[config.mk]
export PLATFORM = sky130hd
export DESIGN_NAME = ccc_top
export DESIGN_NICKNAME = d
export VERILOG_FILES = /design/src/hdl/ccc_top.v /design/src/hdl/ccc_blank_timer.v
export VERILOG_INCLUDE_DIRS = /design/src /design/src/hdl
export SDC_FILE = /design/constraint.sdc
export NUM_CORES = 1
export LEC_CHECK = 0
export BUFFER_PORTS_ARGS = -buffer_cell sky130_fd_sc_hd__buf_2
export CAP_MARGIN = 30
export CORE_MARGIN = 2
export CORE_UTILIZATION = 40
export CTS_BUF_LIST = sky130_fd_sc_hd__clkbuf_16
export DETAILED_ROUTE_END_ITERATION = 8
export PLACE_DENSITY_LB_ADDON = 0.2
export SKIP_CTS_REPAIR_TIMING = 1
export SLEW_MARGIN = 30
export SYNTH_ARGS = -nofsm -noshare
export SYNTH_HDL_FRONTEND = slang
export SYNTH_SLANG_ARGS = --single-unit
export TNS_END_PERCENT = 10
[constraint.sdc]
create_clock -name clk_sys -period 6 [get_ports clk_sys]
set_clock_uncertainty 0.1 [all_clocks]
set_input_delay 0.9 -clock clk_sys [delete_from_list [all_inputs] [get_ports clk_sys]]
set_output_delay 0.9 -clock clk_sys [all_outputs]
set_load 0.05 [all_outputs]
[src/hdl/ccc_defs.vh]
// Purpose: constants for the two-coil current chopper
// Assumes: 10 MHz clk_sys; all counts are in system clock cycles
// Notes:   guarded header, definitions only
//
// What this block does
// - Two independent choppers, one per coil
// - Slow decay always ends by timer
// - On phase ends on comparator trip
// - Fast decay ends by comparator or timer
// - Comparator masked during blanking after switching
// - Constant off-time: on, fast, slow decay
// - Hysteresis mode: on, slow, fast, slow
// - Off-time zero: all bridge switches off
// - Slow decay lasts setting*32+12 cycles
// - Blanking select: 16, 24, 36, 54 cycles
// - Mode bit: 0 hysteresis, 1 constant off-time
// - Hysteresis mode: fast decay length from comparator
// - Hysteresis start enforces minimum current ripple
// - Hysteresis decrements every 16/32/48/64 cycles
// - Cycle start loads start+end, decrements to end
// - Constant off-time fast setting 0 skips fast
`ifndef CCC_DEFS_VH
`define CCC_DEFS_VH

// ----------------------------------------------------------------
// chopper phase codes
// ----------------------------------------------------------------
`define CCC_ST_OFF    3'h0
`define CCC_ST_ON     3'h1
`define CCC_ST_SD1    3'h2
`define CCC_ST_FD     3'h3
`define CCC_ST_SD2    3'h4

// ----------------------------------------------------------------
// timing counts (cycles)
// ----------------------------------------------------------------
`define CCC_OFF_SHIFT 5
`define CCC_OFF_ADD   10'h00c
`define CCC_FD_SHIFT  5
`define CCC_BLANK_0   6'h10
`define CCC_BLANK_1   6'h18
`define CCC_BLANK_2   6'h24
`define CCC_BLANK_3   6'h36
`define CCC_DEC_BASE  7'h10

// ----------------------------------------------------------------
// hysteresis setting offsets and hysteresis mode code
// ----------------------------------------------------------------
`define CCC_HYSTERESIS_START_OFFSET_ADD 6'h01
`define CCC_HYSTERESIS_END_VALUE_SUB  6'h03
`define CCC_MODE_HYST 1'b0

`endif

[src/hdl/ccc_top.v]
// Purpose: digital chopper sequencing for both coils of a bipolar stepper
// Assumes: comparator inputs are asynchronous pins; settings come from
//          logic on clk_sys
// Notes:   one generate lane per coil, lanes share only settings
`include "ccc_defs.vh"

module ccc_top #(
  parameter NCOIL = 2
) (
  // clock and reset
  input  wire                 clk_sys,
  input  wire                 resetn,
  // chopper settings
  input  wire [3:0]           off_time_setting,
  input  wire [1:0]           blank_time_select,
  input  wire                 chopper_algorithm_select,
  input  wire [2:0]           hysteresis_start_offset,
  input  wire [3:0]           hysteresis_end_value,
  input  wire [1:0]           hysteresis_decrement_rate,
  input  wire [3:0]           fast_decay_duration,
  // current comparators, one per coil (async pins)
  input  wire [NCOIL-1:0]     comp_trip,
  // bridge control, one bit per coil
  output wire [NCOIL-1:0]     bridge_drive_on,
  output wire [NCOIL-1:0]     bridge_fast_decay,
  output wire [NCOIL-1:0]     bridge_slow_decay,
  // status: phase code and signed hysteresis, 3 and 6 bits per coil
  output wire [3*NCOIL-1:0]   chop_phase,
  output wire [6*NCOIL-1:0]   hyst_level
);

  // ----------------------------------------------------------------
  // shared decodes
  // ----------------------------------------------------------------
  wire       chop_en   = (off_time_setting != 4'h0);
  wire       mode_hyst = (chopper_algorithm_select == `CCC_MODE_HYST);
  // slow decay load: setting*32+12, minus one for a down-count to zero
  wire [9:0] off_load  = ({6'h00, off_time_setting} << `CCC_OFF_SHIFT)
                         + `CCC_OFF_ADD - 10'h001;
  wire [9:0] fd_load   = ({6'h00, fast_decay_duration} << `CCC_FD_SHIFT)
                         - 10'h001;
  wire       fd_skip   = (fast_decay_duration == 4'h0);
  // hysteresis start = (offset+1) + (end-3); end = end-3
  wire [5:0] hyst_end  = {2'h0, hysteresis_end_value} - `CCC_HYSTERESIS_END_VALUE_SUB;
  wire [5:0] hyst_strt = {3'h0, hysteresis_start_offset} + `CCC_HYSTERESIS_START_OFFSET_ADD
                         + hyst_end;
  // decrement period 16 * (rate + 1)
  wire [6:0] dec_per   = `CCC_DEC_BASE * ({5'h00, hysteresis_decrement_rate}
                         + 7'h01);

  genvar g;
  generate
    for (g = 0; g < NCOIL; g = g + 1) begin : coil
      // per-lane state
      reg        sync1_r;   // comparator sync stage one
      reg        sync2_r;   // comparator sync stage two
      reg  [2:0] st_r;      // chopper phase
      reg  [2:0] st_nxt;
      reg  [9:0] cnt_r;     // phase timer, counts down to zero
      reg  [9:0] cnt_nxt;
      reg  [6:0] div_r;     // hysteresis decrement divider
      reg  [5:0] hyst_r;    // signed hysteresis value
      reg        on_r;      // bridge drive flops
      reg        fd_r;
      reg        sd_r;
      wire       blank;     // comparator mask
      wire       trip;      // qualified comparator event
      wire       sw;        // bridge transition this edge

      // ------------------------------------------------------------
      // comparator synchroniser
      // ------------------------------------------------------------
      always @(posedge clk_sys or negedge resetn) begin
        if (!resetn) begin
          sync1_r <= 1'b0;
          sync2_r <= 1'b0;
        end else begin
          sync1_r <= comp_trip[g];
          sync2_r <= sync1_r;
        end
      end

      assign trip = sync2_r & ~blank;
      assign sw   = (st_nxt != st_r);

      // blanking restarts on every transition
      ccc_blank_timer u_blank (
        .clk_sys           (clk_sys),
        .resetn            (resetn),
        .restart           (sw),
        .blank_time_select (blank_time_select),
        .blank_active_r    (blank)
      );

      // ------------------------------------------------------------
      // phase sequencing
      // ------------------------------------------------------------
      always @* begin
        st_nxt  = st_r;
        cnt_nxt = (cnt_r != 10'h000) ? cnt_r - 10'h001 : cnt_r;
        if (!chop_en) begin
          st_nxt  = `CCC_ST_OFF;
          cnt_nxt = 10'h000;
        end else begin
          case (st_r)
            `CCC_ST_OFF: begin
              st_nxt = `CCC_ST_ON;
            end
            `CCC_ST_ON: begin
              if (trip) begin
                if (mode_hyst) begin
                  st_nxt  = `CCC_ST_SD1;
                  cnt_nxt = off_load;
                end else if (fd_skip) begin
                  st_nxt  = `CCC_ST_SD2;
                  cnt_nxt = off_load;
                end else begin
                  st_nxt  = `CCC_ST_FD;
                  cnt_nxt = fd_load;
                end
              end
            end
            `CCC_ST_SD1: begin
              if (cnt_r == 10'h000) begin
                st_nxt = `CCC_ST_FD;
              end
            end
            `CCC_ST_FD: begin
              // hysteresis: comparator ends it; else the fast timer
              if ((mode_hyst && trip) ||
                  (!mode_hyst && cnt_r == 10'h000)) begin
                st_nxt  = `CCC_ST_SD2;
                cnt_nxt = off_load;
              end
            end
            `CCC_ST_SD2: begin
              if (cnt_r == 10'h000) begin
                st_nxt = `CCC_ST_ON;
              end
            end
            default: begin
              st_nxt = `CCC_ST_OFF;
            end
          endcase
        end
      end

      // state, timer and bridge drive flops
      always @(posedge clk_sys or negedge resetn) begin
        if (!resetn) begin
          st_r  <= `CCC_ST_OFF;
          cnt_r <= 10'h000;
          on_r  <= 1'b0;
          fd_r  <= 1'b0;
          sd_r  <= 1'b0;
        end else begin
          st_r  <= st_nxt;
          cnt_r <= cnt_nxt;
          on_r  <= (st_nxt == `CCC_ST_ON);
          fd_r  <= (st_nxt == `CCC_ST_FD);
          sd_r  <= (st_nxt == `CCC_ST_SD1) || (st_nxt == `CCC_ST_SD2);
        end
      end

      // ------------------------------------------------------------
      // hysteresis decrementer
      // ------------------------------------------------------------
      // reload at each cycle start, step down to the end value
      always @(posedge clk_sys or negedge resetn) begin
        if (!resetn) begin
          div_r  <= 7'h00;
          hyst_r <= 6'h00;
        end else if (sw && st_nxt == `CCC_ST_ON) begin
          div_r  <= 7'h00;
          hyst_r <= hyst_strt;
        end else if (mode_hyst && st_r != `CCC_ST_OFF) begin
          if (div_r >= dec_per - 7'h01) begin
            div_r <= 7'h00;
            if ($signed(hyst_r) > $signed(hyst_end)) begin
              hyst_r <= hyst_r - 6'h01;
            end
          end else begin
            div_r <= div_r + 7'h01;
          end
        end
      end

      // ------------------------------------------------------------
      // outputs
      // ------------------------------------------------------------
      assign bridge_drive_on[g]    = on_r;
      assign bridge_fast_decay[g]  = fd_r;
      assign bridge_slow_decay[g]  = sd_r;
      assign chop_phase[3*g +: 3]  = st_r;
      assign hyst_level[6*g +: 6]  = hyst_r;
    end
  endgenerate

endmodule // ccc_top

[src/hdl/ccc_blank_timer.v]
// Purpose: blanking window timer for one coil's current comparator
// Assumes: restart is a one-cycle pulse on every bridge transition
// Notes:   select is sampled only at restart
`include "ccc_defs.vh"

module ccc_blank_timer (
  // clock and reset
  input  wire       clk_sys,
  input  wire       resetn,
  // control
  input  wire       restart,
  input  wire [1:0] blank_time_select,
  // status
  output reg        blank_active_r
);

  // ----------------------------------------------------------------
  // blank length decode
  // ----------------------------------------------------------------
  reg  [5:0] cnt_r;   // remaining blank cycles minus one
  reg  [5:0] len;     // selected blank length

  // map select code to cycle count
  always @* begin
    case (blank_time_select)
      2'h0:    len = `CCC_BLANK_0;
      2'h1:    len = `CCC_BLANK_1;
      2'h2:    len = `CCC_BLANK_2;
      default: len = `CCC_BLANK_3;
    endcase
  end

  // ----------------------------------------------------------------
  // counter
  // ----------------------------------------------------------------
  // restart wins; mask stays high for exactly len cycles
  always @(posedge clk_sys or negedge resetn) begin
    if (!resetn) begin
      cnt_r          <= 6'h00;
      blank_active_r <= 1'b0;
    end else if (restart) begin
      cnt_r          <= len - 6'h01;
      blank_active_r <= 1'b1;
    end else if (cnt_r != 6'h00) begin
      cnt_r          <= cnt_r - 6'h01;
    end else begin
      blank_active_r <= 1'b0;
    end
  end

endmodule // ccc_blank_timer

==> results.py <==
metrics = {
    "floorplan": {
        "initial_utilization_pct": 41.19,
        "rows": 41,
        "core_region_area_um2": 12720,
        "die_height_um": 118.5,
        "fp.dieArea_um2": 14030,
        "die-width_um": 118.5,
        "pin_count": 48,
    },
    "logic_synthesis": {
        "synth-warning-count": 0,
        "cell_variety_after_synth": 65,
        "synthTopCellsByArea": "sky130_fd_sc_hd__dfrtp_1 (36%), sky130_fd_sc_hd__ha_1 (7.9%), sky130_fd_sc_hd__a21oi_1 (4.5%)",
        "avgSynthCellArea_um2": 8.851,
        "number_of_instances_in_the_synthesized_netlist": 592,
        "synth_seq_area_share_pct": 36.29,
        "synth.largest_area_cell": "sky130_fd_sc_hd__dfrtp_1",
        "synth.ff_latch_count": 76,
        "netlist_area_um2": 5240,
        "synth_edf_count": 0,
        "ys.flop_type": "sky130_fd_sc_hd__dfrtp_1",
        "synth_fp_nets": 650,
        "synthDominantCellAreaShare_pct": 36.29,
        "async_flop_share_pct": 100.0,
    },
    "power": {
        "power.leakage_nw": 2.602,
        "power.ir.vdd_worst_uv": 236.7,
        "power_per_cell_area_nw_per_um2": 497.8,
    },
    "finish": {
        "finish.cell_count_without_fillers": 805,
        "synthToLayoutAreaGrowth_pct": 12.13,
        "layout-drive-gt1-share_pct": 12.95,
        "layout.cells.most_common_list": "sky130_fd_sc_hd__dfrtp_1 (76), sky130_fd_sc_hd__nand2_1 (54), sky130_fd_sc_hd__nor2_1 (47), sky130_fd_sc_hd__a21oi_1 (47), sky130_fd_sc_hd__buf_2 (46)",
        "nNetsFinal": 686,
        "utilization_pct": 46.18,
        "ant_diodes": 0,
        "commonest_non_fill_non_tap_cell_in_the_layout": "sky130_fd_sc_hd__dfrtp_1",
    },
    "timing": {
        "finalMaxSlewViolations": 0,
        "setup_viol": 0,
        "min_period_ns": 3.463,
        "hold_slack_ns": 0.2523,
        "fin_ws_ns": 2.537,
        "finalSetupTns_ns": 0,
        "achievable-frequency_ghz": 0.2888,
        "hold_viol_final": 0,
        "timing.max_slew.rel_slack_pct": 44.02,
        "layout_worst_path_cycle_share_pct": 57.71,
        "tightest_slew_ns": 0.8321,
        "unrepaired_setup_endpoints_after_global_routing": "no",
    },
    "hold_path": {
        "hp-class": "reg -> reg",
    },
    "critical_path": {
        "worst-setup-path-type": "reg -> reg",
        "setup.worst_path.end": "coil[0].hyst_r[0]$_DFFE_PN0P_",
        "crit_fanout": 13,
        "crit-reg2reg-launch": "coil[0].cnt_r[0]$_DFF_PN0_",
        "setup.worst_path.start": "coil[0].cnt_r[0]$_DFF_PN0_",
        "cp_data_arrival_time_ns": 3.59,
        "rr_worst_depth": 7,
        "ff2ff_setup_slack_ns": 2.54,
        "required_arrival_time_at_the_worst_endpoint_ns": 6.13,
        "critical_path.startpoint_type": "flip-flop",
        "critical_path.reg2reg.endpoint": "coil[0].hyst_r[0]$_DFFE_PN0P_",
        "cp-end-kind": "flip-flop",
    },
    "global_route": {
        "first_global_vias": 4365,
        "first_pass_grt_wire_length_um": 21450,
        "groute.usage.overall_pct": 18.79,
        "maximum_number_of_pins_on_one_net_before_global_route_repair": 77,
        "grt_antenna_before_repair": 0,
        "total_overflow_reported_by_the_global_router": 0,
    },
    "drt": {
        "met2WireLength_um": 5672,
        "m1WireLength_um": 5971,
        "drt_drc_violations_left": 0,
        "vias": 4472,
        "route.top_layer_used": "met4",
        "antenna_left": 0,
        "drt-pass1-iter-count": 4,
        "first_iter_violations": 296,
        "totalWireLength_um": 12310,
        "wl_met3_um": 361,
        "vias_per_cell": 5.555,
        "final_routed_wire_length_divided_by_cell_count_um": 15.29,
    },
    "clock_network": {
        "cts_buffers": 9,
        "clock_latency_ns": 0.34,
        "cts_buffer_depth": 2,
        "htree_num_levels": 3,
        "cts_tree": "yes",
        "cts.reportedPaths.clkPinSlew_ns": 0.06,
        "cts.sinks": 76,
        "clk_root_buffer_cell": "sky130_fd_sc_hd__clkbuf_16",
    },
    "place": {
        "gp_congestion": 0.8142,
        "detailed_place_hpwl_um": 8912,
        "dp_worst_setup_slack_ns": 2.360,
        "dpl.cell_count": 789,
        "buffer_ports.inserted": 47,
    },
    "outcome": {
        "run_status": "finished clean",
    },
    "flow_run": {
        "max_cap_viol_count": 0,
    },
}
-- Yosys cell counts (all sizes together) (9+ instances only) --
| library cell | number |
|---|---|
| nand3b | 11 |
| xor2 | 11 |
| nand2 | 54 |
| a21oi | 47 |
| nor4 | 13 |
| ha | 33 |
| nand3 | 21 |
| mux2i | 17 |
| a31oi | 10 |
| xnor2 | 20 |
| o21ai | 28 |
| dfrtp | 76 |
| nor3 | 22 |
| nor2 | 47 |
| buf | 14 |
| clkbuf | 9 |
| inv | 37 |
-- area by class of cell --
| type | instances | area, um^2 |
|---|---|---|
| timing repair buffer | 48 | 249.0 |
| tap | 172 | 215.2 |
| multi-input combinational | 456 | 3072 |
| sequential | 76 | 1902 |
| inverter | 37 | 138.9 |
| clock buffer | 9 | 225.2 |
| fill | 1274 | 6847 |
| clock inverter | 7 | 73.82 |
-- flip-flops by register name (all words and copies together) (netlist names) --
name	flops
coil.cnt_r	20
coil.div_r	14
coil.hyst_r	12
coil.u_blank.cnt_r	12
coil.st_r	6
coil.fd_r	2
coil.on_r	2
coil.sd_r	2
coil.sync1_r	2
coil.sync2_r	2
coil.u_blank.blank_active_r	2
-- critical path, stage by stage (launching register included) --
cell	delay [ns]
sky130_fd_sc_hd__dfrtp_1	0.42
sky130_fd_sc_hd__inv_1	0.07
sky130_fd_sc_hd__ha_1	0.22
sky130_fd_sc_hd__nor3b_1	0.49
sky130_fd_sc_hd__nand3_1	0.51
sky130_fd_sc_hd__o221ai_1	0.49
sky130_fd_sc_hd__o31a_1	0.63
sky130_fd_sc_hd__mux2_2	0.40
-- power breakdown --
group	switching, mW	leakage [nW]	total (mW)	internal [mW]
logic	0.873	1.52	1.42	0.549
clock network	0.225	0.148	0.549	0.324
registers	0.241	0.933	0.954	0.713
-- how the worst min path moves through the flow --
stage	startpoint	to	slack [ns]	cells past startpoint
floorplan	coil[0].sync1_r$_DFF_PN0_	coil[0].sync2_r$_DFF_PN0_	0.23	0
global placement	coil[1].sync1_r$_DFF_PN0_	coil[1].sync2_r$_DFF_PN0_	0.24	0
detailed placement	coil[1].sync1_r$_DFF_PN0_	coil[1].sync2_r$_DFF_PN0_	0.25	0
CTS	coil[1].sync1_r$_DFF_PN0_	coil[1].sync2_r$_DFF_PN0_	0.26	0
global route	coil[1].sync1_r$_DFF_PN0_	coil[1].sync2_r$_DFF_PN0_	0.26	0
finish	coil[1].sync1_r$_DFF_PN0_	coil[1].sync2_r$_DFF_PN0_	0.25	0
-- metal layers --
layer / global-route usage [%] / up-vias
met3: 3.041 / 20
met1: 25.40 / 2156
met2: 29.62 / 84
li1: - / 2212
met5: 0 / -
met4: 8.408 / 0
-- kinds of logic after synthesis --
group	Yosys count	share of synthesized area (%)
simple gates	228	23.54
compound gates	144	17.96
flops	76	36.29
buf+inv	60	5.086
fa+ha+maj	34	8.262
xor+xnor	31	5.181
mux	19	3.677
-- stage by stage --
stage | power (mW) | instance area [um^2]
global placement | 2.335 | 5573
floorplan | 2.080 | 5240
global route | 3.171 | 5876
detailed placement | 2.382 | 5577
CTS | 2.949 | 5876
finish | 2.925 | 5876
Note: power is estimated with default switching activity, not from simulation.
